===== src/gd_defs.svh =====
// timing constants, field positions and reset values of the gate driver protection logic
`ifndef GD_DEFS_SVH
`define GD_DEFS_SVH

// functional clock period in ns
`define GD_CLK_PERIOD_NS        8

// printed times, in ns (plain defaults, no figure is given for them)
`define GD_INPUT_MIN_PULSE_NS   40
`define GD_SENSE_GLITCH_NS      200
`define GD_FIXED_MASK_NS        400
`define GD_CLEAR_MIN_NS         1000
`define GD_SLOW_LIMIT_NS        5000
`define GD_TRIP_TO_OFF_NS       16
`define GD_TRIP_TO_FLAG_NS      16

// least times round up to whole cycles
`define GD_INPUT_MIN_CYC  ((`GD_INPUT_MIN_PULSE_NS + `GD_CLK_PERIOD_NS - 1) / `GD_CLK_PERIOD_NS)
`define GD_SENSE_GLITCH_CYC ((`GD_SENSE_GLITCH_NS + `GD_CLK_PERIOD_NS - 1) / `GD_CLK_PERIOD_NS)
`define GD_FIXED_MASK_CYC ((`GD_FIXED_MASK_NS + `GD_CLK_PERIOD_NS - 1) / `GD_CLK_PERIOD_NS)
`define GD_CLEAR_MIN_CYC  ((`GD_CLEAR_MIN_NS + `GD_CLK_PERIOD_NS - 1) / `GD_CLK_PERIOD_NS)
// longest times round down
`define GD_SLOW_LIMIT_CYC     (`GD_SLOW_LIMIT_NS / `GD_CLK_PERIOD_NS)
`define GD_TRIP_TO_OFF_CYC    (`GD_TRIP_TO_OFF_NS / `GD_CLK_PERIOD_NS)
`define GD_TRIP_TO_FLAG_CYC   (`GD_TRIP_TO_FLAG_NS / `GD_CLK_PERIOD_NS)

// bit positions of the synchroniser vectors
`define GD_IDX_POS      0
`define GD_IDX_NEG      1
`define GD_IDX_CLR      2
`define GD_IDX_GLOW     3
`define GD_IDX_TRIP     4

// reset values of the input filters (pulls: drive_neg and clear high)
`define GD_RST_SYNC     5'h06
`define GD_RST_FILT_POS 1'b0
`define GD_RST_FILT_NEG 1'b1
`define GD_RST_FILT_CLR 1'b1

`endif


===== src/gd_pkg.sv =====
// types shared by the gate driver protection logic
package gd_pkg;

	// counter word of every timer
	typedef logic [15:0] gd_cnt_t;

	// protection states, gray coded along run -> slow -> safe
	typedef enum logic [1:0] {
		GD_RUN  = 2'h0,
		GD_SLOW = 2'h1,
		GD_SAFE = 2'h3
	} gd_state_e;

	// raw logic inputs and comparator outputs
	typedef struct packed {
		logic sense_trip;   // sense above sense_trip_threshold
		logic gate_low;     // gate below gate_low_threshold
		logic clear_n;      // fault clear / shutdown, active low
		logic drive_neg;    // inverting drive input
		logic drive_pos;    // non-inverting drive input
	} gd_in_s;

	// one deglitch filter: filtered level and run length
	typedef struct packed {
		logic    filt;
		gd_cnt_t cnt;
	} gd_dg_s;

	// driver-side outputs
	typedef struct packed {
		logic gate;         // gate_drive level
		logic gate_oe;      // gate_drive actively driven
		logic miller;       // miller sink switch on
		logic discharge;    // sense-pin discharge switch on
		logic slow_sink;    // slow_shutdown sink switch on
		logic flag_n;       // overcurrent_flag_n level
		logic flag_oe;      // open-drain flag pin pulling low
	} gd_out_s;

	// complete state of the block
	typedef struct packed {
		logic [4:0] sync1;  // first synchroniser stage
		logic [4:0] sync2;  // second synchroniser stage
		gd_dg_s     dg_pos;
		gd_dg_s     dg_neg;
		gd_dg_s     dg_clr;
		gd_dg_s     dg_trip;
		gd_cnt_t    mask_cnt;
		gd_cnt_t    clr_cnt;
		gd_cnt_t    lim_cnt;
		gd_state_e  state;
		gd_out_s    out;
	} gd_state_s;

endpackage


===== src/gd_protect.sv =====
// gate driver control and protection logic: deglitch, interlock, miller clamp, saturation trip
//
// Functional notes
// - pulses shorter than input_min_pulse are ignored
// - both drive inputs active forces gate low
// - gate high: miller sink off, comparator ignored
// - gate low: miller sink on below threshold
// - miller sink latched until next turn-on
// - trip turns gate off, enters safe state
// - trip drives overcurrent_flag_n low promptly
// - gate low keeps discharge switch on
// - each turn-on masks saturation protection
// - fixed mask keeps discharge on, then releases
// - sense pulses shorter than glitch window ignored
// - fault latched until clear held low long enough
// - slow variant: trip floats gate, sink on
// - gate low ends slow shutdown, drive low
// - truth table of clear and drive inputs
// - safe state forces outputs to negative rail
// - slow shutdown limit forces gate low
`timescale 1ns/10ps
`include "gd_defs.svh"

module gd_protect #(
	parameter int INPUT_MIN_CYC   = `GD_INPUT_MIN_CYC,    // input_min_pulse in cycles
	parameter int SENSE_GLITCH_CYC = `GD_SENSE_GLITCH_CYC, // sense_glitch_window in cycles
	parameter int FIXED_MASK_CYC  = `GD_FIXED_MASK_CYC,   // fixed_mask_interval in cycles
	parameter int CLEAR_MIN_CYC   = `GD_CLEAR_MIN_CYC,    // clear minimum low time
	parameter int SLOW_LIMIT_CYC  = `GD_SLOW_LIMIT_CYC,   // slow_shutdown_limit in cycles
	parameter bit SLOW_VARIANT    = 1'b1                  // 1: slow-shutdown variant
) (
	// clock and reset
	input  wire logic clock_in,
	input  wire logic rst_n_in,
	// control side inputs
	input  wire logic drive_pos_in,
	input  wire logic drive_neg_in,
	input  wire logic fault_clear_n_in,
	// driver side comparators
	input  wire logic gate_low_cmp_in,
	input  wire logic sense_trip_cmp_in,
	// gate drive pin
	output logic      gate_drive_out,
	output logic      gate_drive_oe_out,
	// sink switches
	output logic      miller_sink_out,
	output logic      sense_discharge_out,
	output logic      slow_shutdown_out,
	// open-drain overcurrent flag
	output logic      overcurrent_flag_n_out,
	output logic      overcurrent_flag_oe_out
);

	gd_pkg::gd_state_s s_r;     // registered state
	gd_pkg::gd_state_s s_nxt;   // next state
	gd_pkg::gd_in_s    raw;     // raw inputs bundled

	// bundle the raw inputs
	assign raw = '{sense_trip: sense_trip_cmp_in, gate_low: gate_low_cmp_in,
		clear_n: fault_clear_n_in, drive_neg: drive_neg_in, drive_pos: drive_pos_in};

	// one step of a symmetric deglitch filter; a level change is taken only
	// after it has stood for limit cycles, so shorter pulses of either sign vanish
	function automatic gd_pkg::gd_dg_s dg_step(input logic in_lvl,
			input gd_pkg::gd_dg_s cur, input gd_pkg::gd_cnt_t limit);
		gd_pkg::gd_dg_s res;
		res = cur;
		if (in_lvl == cur.filt) begin
			res.cnt = '0;
		end else if (cur.cnt + 16'h0001 >= limit) begin
			res.filt = in_lvl;
			res.cnt  = '0;
		end else begin
			res.cnt = cur.cnt + 16'h0001;
		end
		return res;
	endfunction

	// reset image: safe levels, gate held low, flag released
	function automatic gd_pkg::gd_state_s rst_image();
		gd_pkg::gd_state_s r;
		r                 = '0;
		r.sync1           = `GD_RST_SYNC;
		r.sync2           = `GD_RST_SYNC;
		r.dg_pos.filt     = `GD_RST_FILT_POS;
		r.dg_neg.filt     = `GD_RST_FILT_NEG;
		r.dg_clr.filt     = `GD_RST_FILT_CLR;
		r.state           = gd_pkg::GD_RUN;
		r.out.gate_oe     = 1'b1;
		r.out.miller      = 1'b1;
		r.out.discharge   = 1'b1;
		r.out.flag_n      = 1'b1;
		return r;
	endfunction

	// next-state logic
	always_comb begin
		logic cmd_high;     // truth-table result
		logic trip_now;     // confirmed trip while armed
		logic clr_done;     // clear held low long enough
		s_nxt    = s_r;
		cmd_high = 1'b0;
		trip_now = 1'b0;
		clr_done = 1'b0;

		// synchronisers: stage one is read only by stage two
		s_nxt.sync1 = raw;
		s_nxt.sync2 = s_r.sync1;

		// deglitch the control inputs and the sense comparator
		s_nxt.dg_pos = dg_step(s_r.sync2[`GD_IDX_POS], s_r.dg_pos,
			gd_pkg::gd_cnt_t'(INPUT_MIN_CYC));
		s_nxt.dg_neg = dg_step(s_r.sync2[`GD_IDX_NEG], s_r.dg_neg,
			gd_pkg::gd_cnt_t'(INPUT_MIN_CYC));
		s_nxt.dg_clr = dg_step(s_r.sync2[`GD_IDX_CLR], s_r.dg_clr,
			gd_pkg::gd_cnt_t'(INPUT_MIN_CYC));
		s_nxt.dg_trip = dg_step(s_r.sync2[`GD_IDX_TRIP], s_r.dg_trip,
			gd_pkg::gd_cnt_t'(SENSE_GLITCH_CYC));

		// truth table with interlock: both inputs active gives low
		cmd_high = s_r.dg_clr.filt & s_r.dg_pos.filt & ~s_r.dg_neg.filt;

		// clear timer counts filtered low time, saturating at the minimum
		if (s_r.dg_clr.filt) begin
			s_nxt.clr_cnt = '0;
		end else if (s_r.clr_cnt < gd_pkg::gd_cnt_t'(CLEAR_MIN_CYC)) begin
			s_nxt.clr_cnt = s_r.clr_cnt + 16'h0001;
		end
		clr_done = (s_r.clr_cnt >= gd_pkg::gd_cnt_t'(CLEAR_MIN_CYC));

		// armed only when gate is high and the fixed mask has run out;
		// the rest of blanking is the external capacitor charging up
		trip_now = s_r.out.gate & ~s_r.out.discharge & s_r.dg_trip.filt;

		case (s_r.state)
			// normal operation
			gd_pkg::GD_RUN: begin
				if (trip_now) begin
					s_nxt.out.flag_n = 1'b0;
					s_nxt.out.flag_oe = 1'b1;
					s_nxt.out.gate   = 1'b0;
					s_nxt.mask_cnt   = '0;
					if (SLOW_VARIANT) begin
						s_nxt.state         = gd_pkg::GD_SLOW;
						s_nxt.out.gate_oe   = 1'b0;
						s_nxt.out.slow_sink = 1'b1;
						s_nxt.out.miller    = 1'b0;
						s_nxt.out.discharge = 1'b0;
						s_nxt.lim_cnt       = '0;
					end else begin
						s_nxt.state         = gd_pkg::GD_SAFE;
						s_nxt.out.gate_oe   = 1'b1;
						s_nxt.out.miller    = 1'b1;
						s_nxt.out.discharge = 1'b1;
					end
				end else begin
					s_nxt.out.gate    = cmd_high;
					s_nxt.out.gate_oe = 1'b1;
					if (cmd_high) begin
						// turn-on releases the clamp without looking at the gate
						s_nxt.out.miller = 1'b0;
						if (!s_r.out.gate) begin
							// fresh turn-on restarts the fixed mask
							s_nxt.mask_cnt      = gd_pkg::gd_cnt_t'(FIXED_MASK_CYC);
							s_nxt.out.discharge = 1'b1;
						end else if (s_r.mask_cnt > 16'h0001) begin
							s_nxt.mask_cnt = s_r.mask_cnt - 16'h0001;
						end else begin
							s_nxt.mask_cnt      = '0;
							s_nxt.out.discharge = 1'b0;
						end
					end else begin
						s_nxt.mask_cnt      = '0;
						s_nxt.out.discharge = 1'b1;
						// watch the gate only once it is low, latch the clamp once below;
						// a stale comparator level from the high phase must not count
						if (!s_r.out.gate && s_r.sync2[`GD_IDX_GLOW]) begin
							s_nxt.out.miller = 1'b1;
						end
					end
				end
			end
			// slow shutdown: gate floats, sink pulls it down through a resistor
			gd_pkg::GD_SLOW: begin
				s_nxt.lim_cnt = s_r.lim_cnt + 16'h0001;
				if (s_r.sync2[`GD_IDX_GLOW] ||
						s_r.lim_cnt + 16'h0001 >= gd_pkg::gd_cnt_t'(SLOW_LIMIT_CYC)) begin
					s_nxt.state         = gd_pkg::GD_SAFE;
					s_nxt.out.slow_sink = 1'b0;
					s_nxt.out.gate      = 1'b0;
					s_nxt.out.gate_oe   = 1'b1;
					s_nxt.out.miller    = 1'b1;
					s_nxt.out.discharge = 1'b1;
				end
			end
			// latched fault: outputs held to the rail whatever the inputs do
			gd_pkg::GD_SAFE: begin
				s_nxt.out.gate      = 1'b0;
				s_nxt.out.gate_oe   = 1'b1;
				s_nxt.out.miller    = 1'b1;
				s_nxt.out.discharge = 1'b1;
				if (clr_done) begin
					s_nxt.state      = gd_pkg::GD_RUN;
					s_nxt.out.flag_n = 1'b1;
					s_nxt.out.flag_oe = 1'b0;
				end
			end
			// unreachable encodings fall back to the safe state
			default: begin
				s_nxt.state = gd_pkg::GD_SAFE;
			end
		endcase
	end

	// single register of the whole state, synchronous reset
	always_ff @(posedge clock_in) begin
		if (!rst_n_in) begin
			s_r <= rst_image();
		end else begin
			s_r <= s_nxt;
		end
	end

	// every output is a flip-flop of the state
	assign gate_drive_out          = s_r.out.gate;
	assign gate_drive_oe_out       = s_r.out.gate_oe;
	assign miller_sink_out         = s_r.out.miller;
	assign sense_discharge_out     = s_r.out.discharge;
	assign slow_shutdown_out       = s_r.out.slow_sink;
	assign overcurrent_flag_n_out  = s_r.out.flag_n;
	// open drain: own flip-flop, pulling low while the fault is latched
	assign overcurrent_flag_oe_out = s_r.out.flag_oe;

endmodule


===== config.mk =====
export PLATFORM = sky130hd
export DESIGN_NAME = gd_protect
export DESIGN_NICKNAME = d
export VERILOG_FILES = /design/src/gd_pkg.sv /design/src/gd_protect.sv
export VERILOG_INCLUDE_DIRS = /design/src /design/src/src
export SDC_FILE = /design/constraint.sdc
export NUM_CORES = 1
export LEC_CHECK = 0
export BUFFER_PORTS_ARGS = -buffer_cell sky130_fd_sc_hd__buf_2
export CAP_MARGIN = 20
export CORE_ASPECT_RATIO = 0.7
export CORE_MARGIN = 3
export CORE_UTILIZATION = 35
export CTS_CLUSTER_DIAMETER = 60
export CTS_CLUSTER_SIZE = 12
export DETAILED_ROUTE_END_ITERATION = 7
export GPL_TIMING_DRIVEN = 0
export PLACE_DENSITY = 0.49
export SETUP_SLACK_MARGIN = 0.1
export SLEW_MARGIN = 20
export SYNTH_ARGS = -nofsm -noshare
export SYNTH_HDL_FRONTEND = slang
export SYNTH_SLANG_ARGS = --single-unit

===== constraint.sdc =====
create_clock -name clock_in -period 7.2 [get_ports clock_in]
set_clock_uncertainty 0.2 [all_clocks]
set_input_delay 0.36 -clock clock_in [delete_from_list [all_inputs] [get_ports clock_in]]
set_output_delay 0.36 -clock clock_in [all_outputs]
set_load 0.02 [all_outputs]

==> results.tsv <==
metric	value	unit
status	finished, final reports clean	
crit_slowest_cell	a2111oi_1	
synth_edf_count	0	
reg2reg_depth	9	
h-tree-depth	4	
postCtsResizedCells	0	
fmax	309	MHz
endpoint_kind	register	
hpwl	9710	µm
worstPathArrival	3330	ps
gp_congestion	0.811	
vias	5158	
worstHoldPathCells	1	
initial_core_util	36.2	%
drv_cap	0	
ys_ff_latch	135	
post_cts_buffers	0	
finalHoldViolCount	0	
tns	0	ps
synth-main-ff-cell	dfxtp_1	
cpPeakStageDelay	570	ps
grt_max_degree	17	
fin_crit	3230	ps
ant_nets	0	
reg2reg_setup_slack	3970	ps
min_path_type	register to register	
power.leakage	2.85	nW
numCtsBuffers	17	
nFillCells	1715	
crit_fanout	10	
core-area	17400	µm²
drtIter0Drc	382	
antenna_found_initial	0	
max-vdd-ir-drop	0.142	mV
synth_compound_area_share	13.7	%
row_count	40	
relSlewSlack	43.8	%
synth_fa_ha_area_share	5.13	%
power.density	244	nW/µm²
crit_cells	9	
rsz0062_at_grt	false	
dieArea	19700	µm²
final_net_count	838	
min_to	s_r[126]	
dr.pass1.iters	5	
wire_per_inst	12.9	µm
fin_crit_sh	44.9	%
routed_wl	13600	µm
grt_pass1_wl	22800	µm
yosysUniqueCellTypes	74	
largest_reg_flops	123	
setup_viol	0	
async_flop_share	0	%
synth_area_leaders	dfxtp_1 (43%), ha_1 (5.0%), nor2_1 (4.4%)	
synth_area_leader_cell	dfxtp_1	
reg2reg_to	gate_drive_oe_out	
cp_cell_sequence	ha_1 > buf_6 > nand3_2 > nor3_2 > nand3_1 > a2111oi_1 > o2111ai_2 > nor2b_4 > o31a_1	
cts_tree	done	
clock_sinks	135	
dieHeight	118	µm
ys_seq_area_share	42.9	%
drc_errors	0	
cp_top_family	compound AO/OA/AOI/OAI gates	
grt_overflow	0	
clk_path_buf_depth	2	
io_buffer_count	12	
worstHoldStart	s_nxt[126]	
grt_use_total	14.0	%
clock_latency	420	ps
drive_gt1_share	8.91	%
root_buffer	clkbuf_16	
grt_pass1_vias	4755	
cp_num_buf_inv	1	
syn_inst	721	
finalMaxSlewViolations	0	
synth-simple-area-share	26.9	%
synth_mux_area_share	2.40	%
die_w	166	µm
crit_required	7300	ps
ios	14	
critPathLaunchType	register	
worstMarginPinSlew	842	ps
vias_per_cell	4.91	
synth_top_family_by_area	simple AND/OR/NAND/NOR gates	
instances_no_fill	1051	
top_register	s_r	
syn_area	6300	µm²
avgSynthCellArea	8.74	µm²
yosys_warnings	0	
critPathKind	register to register	
synth_xor_area_share	4.59	%
clk_pin_slew_worst_paths	60	ps
placedCellCount	1013	
synth.top_cell.area_share	42.9	%
area_growth	18.6	%
r2r_start	s_r[10]	
per-stage QoR:
step	worst slack, ps	cell area, µm²	utilization (%)	power [W]	hold slack, ps
floorplan	4590	6480	-	0.000934	186
detailed placement	4100	6830	39.2	0.000986	195
finish	3970	7470	42.9	0.00182	206
global route	3870	7460	42.9	0.00191	235
CTS	4060	7460	42.9	0.00185	209
global placement	4100	6830	39.2	0.000982	192
area by class of cell:
cell class,count,area (µm²),area share (%)
sequential,135,2700,36.2
timing repair buffer,17,110,1.47
inverter,29,109,1.46
antenna,1,2.50,0.0335
clock inverter,12,126,1.69
tap,231,289,3.87
clock buffer,20,457,6.12
buffer,28,160,2.14
multi-input combinational,578,3510,47.0
worst register-to-register path: stages, from the launching register on:
cell and delay, ps:
dfxtp_1 500, ha_1 240, buf_6 140, nand3_2 110, nor3_2 300, nand3_1 120
a2111oi_1 570, o2111ai_2 440, nor2b_4 270, o31a_1 230
routing by layer:
layer	GRT usage, %	vias up	share of wire, %
met3	4.45	9	3.3
met4	4.28	0	0.87
met2	20.6	66	42
met5	0	-	0
li1	-	2703	-
met1	19.6	2380	53
cells by family after synthesis:
family                   count (synthesis)
AO/OA/AOI/OAI                          132
XOR/XNOR                                33
AND/OR/NAND/NOR                        322
flip-flops                             135
buffers and inverters                   57
multiplexers                            15
other                                    1
adder cells (fa/ha/maj)                 26
placed cells by master (no fill, tap or decap), types with 4 or more instances in the layout:
| cell type | instances |
|---|---|
| dfxtp_1 | 135 |
| nor2_1 | 74 |
| nand2_1 | 52 |
| conb_1 | 50 |
| a21oi_1 | 42 |
| nand3_1 | 37 |
| inv_1 | 28 |
| nor3_1 | 27 |
| ha_1 | 25 |
| and2_1 | 23 |
| o21ai_0 | 21 |
| nor4_1 | 21 |
| nand4_1 | 19 |
| buf_2 | 17 |
| xor2_1 | 17 |
| clkbuf_16 | 17 |
| xnor2_1 | 16 |
| clkbuf_1 | 15 |
| mux2i_1 | 14 |
| nand2b_1 | 12 |
| and3_1 | 11 |
| o21ai_1 | 9 |
| or3_1 | 9 |
| nor2b_1 | 8 |
| o211ai_1 | 7 |
| a31oi_1 | 6 |
| a311oi_1 | 5 |
| clkinv_2 | 5 |
| dlygate4sd3_1 | 5 |
| and4_1 | 4 |
| a211oi_1 | 4 |
| o31ai_1 | 4 |
power breakdown:
group | internal (W) | switching [W]
Clock | 0.000527 | 0.000320
Sequential | 0.000775 | 0.0000232
Combinational | 0.0000609 | 0.000113
Total | 0.00136 | 0.000456
synthesized netlist by cell type, drive strengths merged, types with 7 or more instances:
library cell    n
and3           11
dfxtp         135
nand2b         12
a21oi          42
nor2           74
mux2i          14
xnor2          16
nand2          52
buf            14
or3             9
xor2           17
ha             25
and2           23
nand4          19
nor4           21
o211ai          7
clkbuf         14
nor2b           9
inv            29
o21ai          30
nor3           28
nand3          39
how the worst max path moves through the flow:
stage,startpoint,to,slack (ps)
floorplan,s_r[9],gate_drive_oe_out,4590
global placement,s_r[10],gate_drive_oe_out,4100
detailed placement,s_r[10],gate_drive_oe_out,4100
CTS,s_r[10],gate_drive_oe_out,4060
global route,s_r[10],gate_drive_oe_out,3870
finish,s_r[10],gate_drive_oe_out,3970
repair_timing:
item	4_1_cts	5_1_grt
endpoints found under the setup margin	0	0
hold buffers	5	0
hold endpoints to repair	5	0
Note: power is estimated with default switching activity, not from simulation.
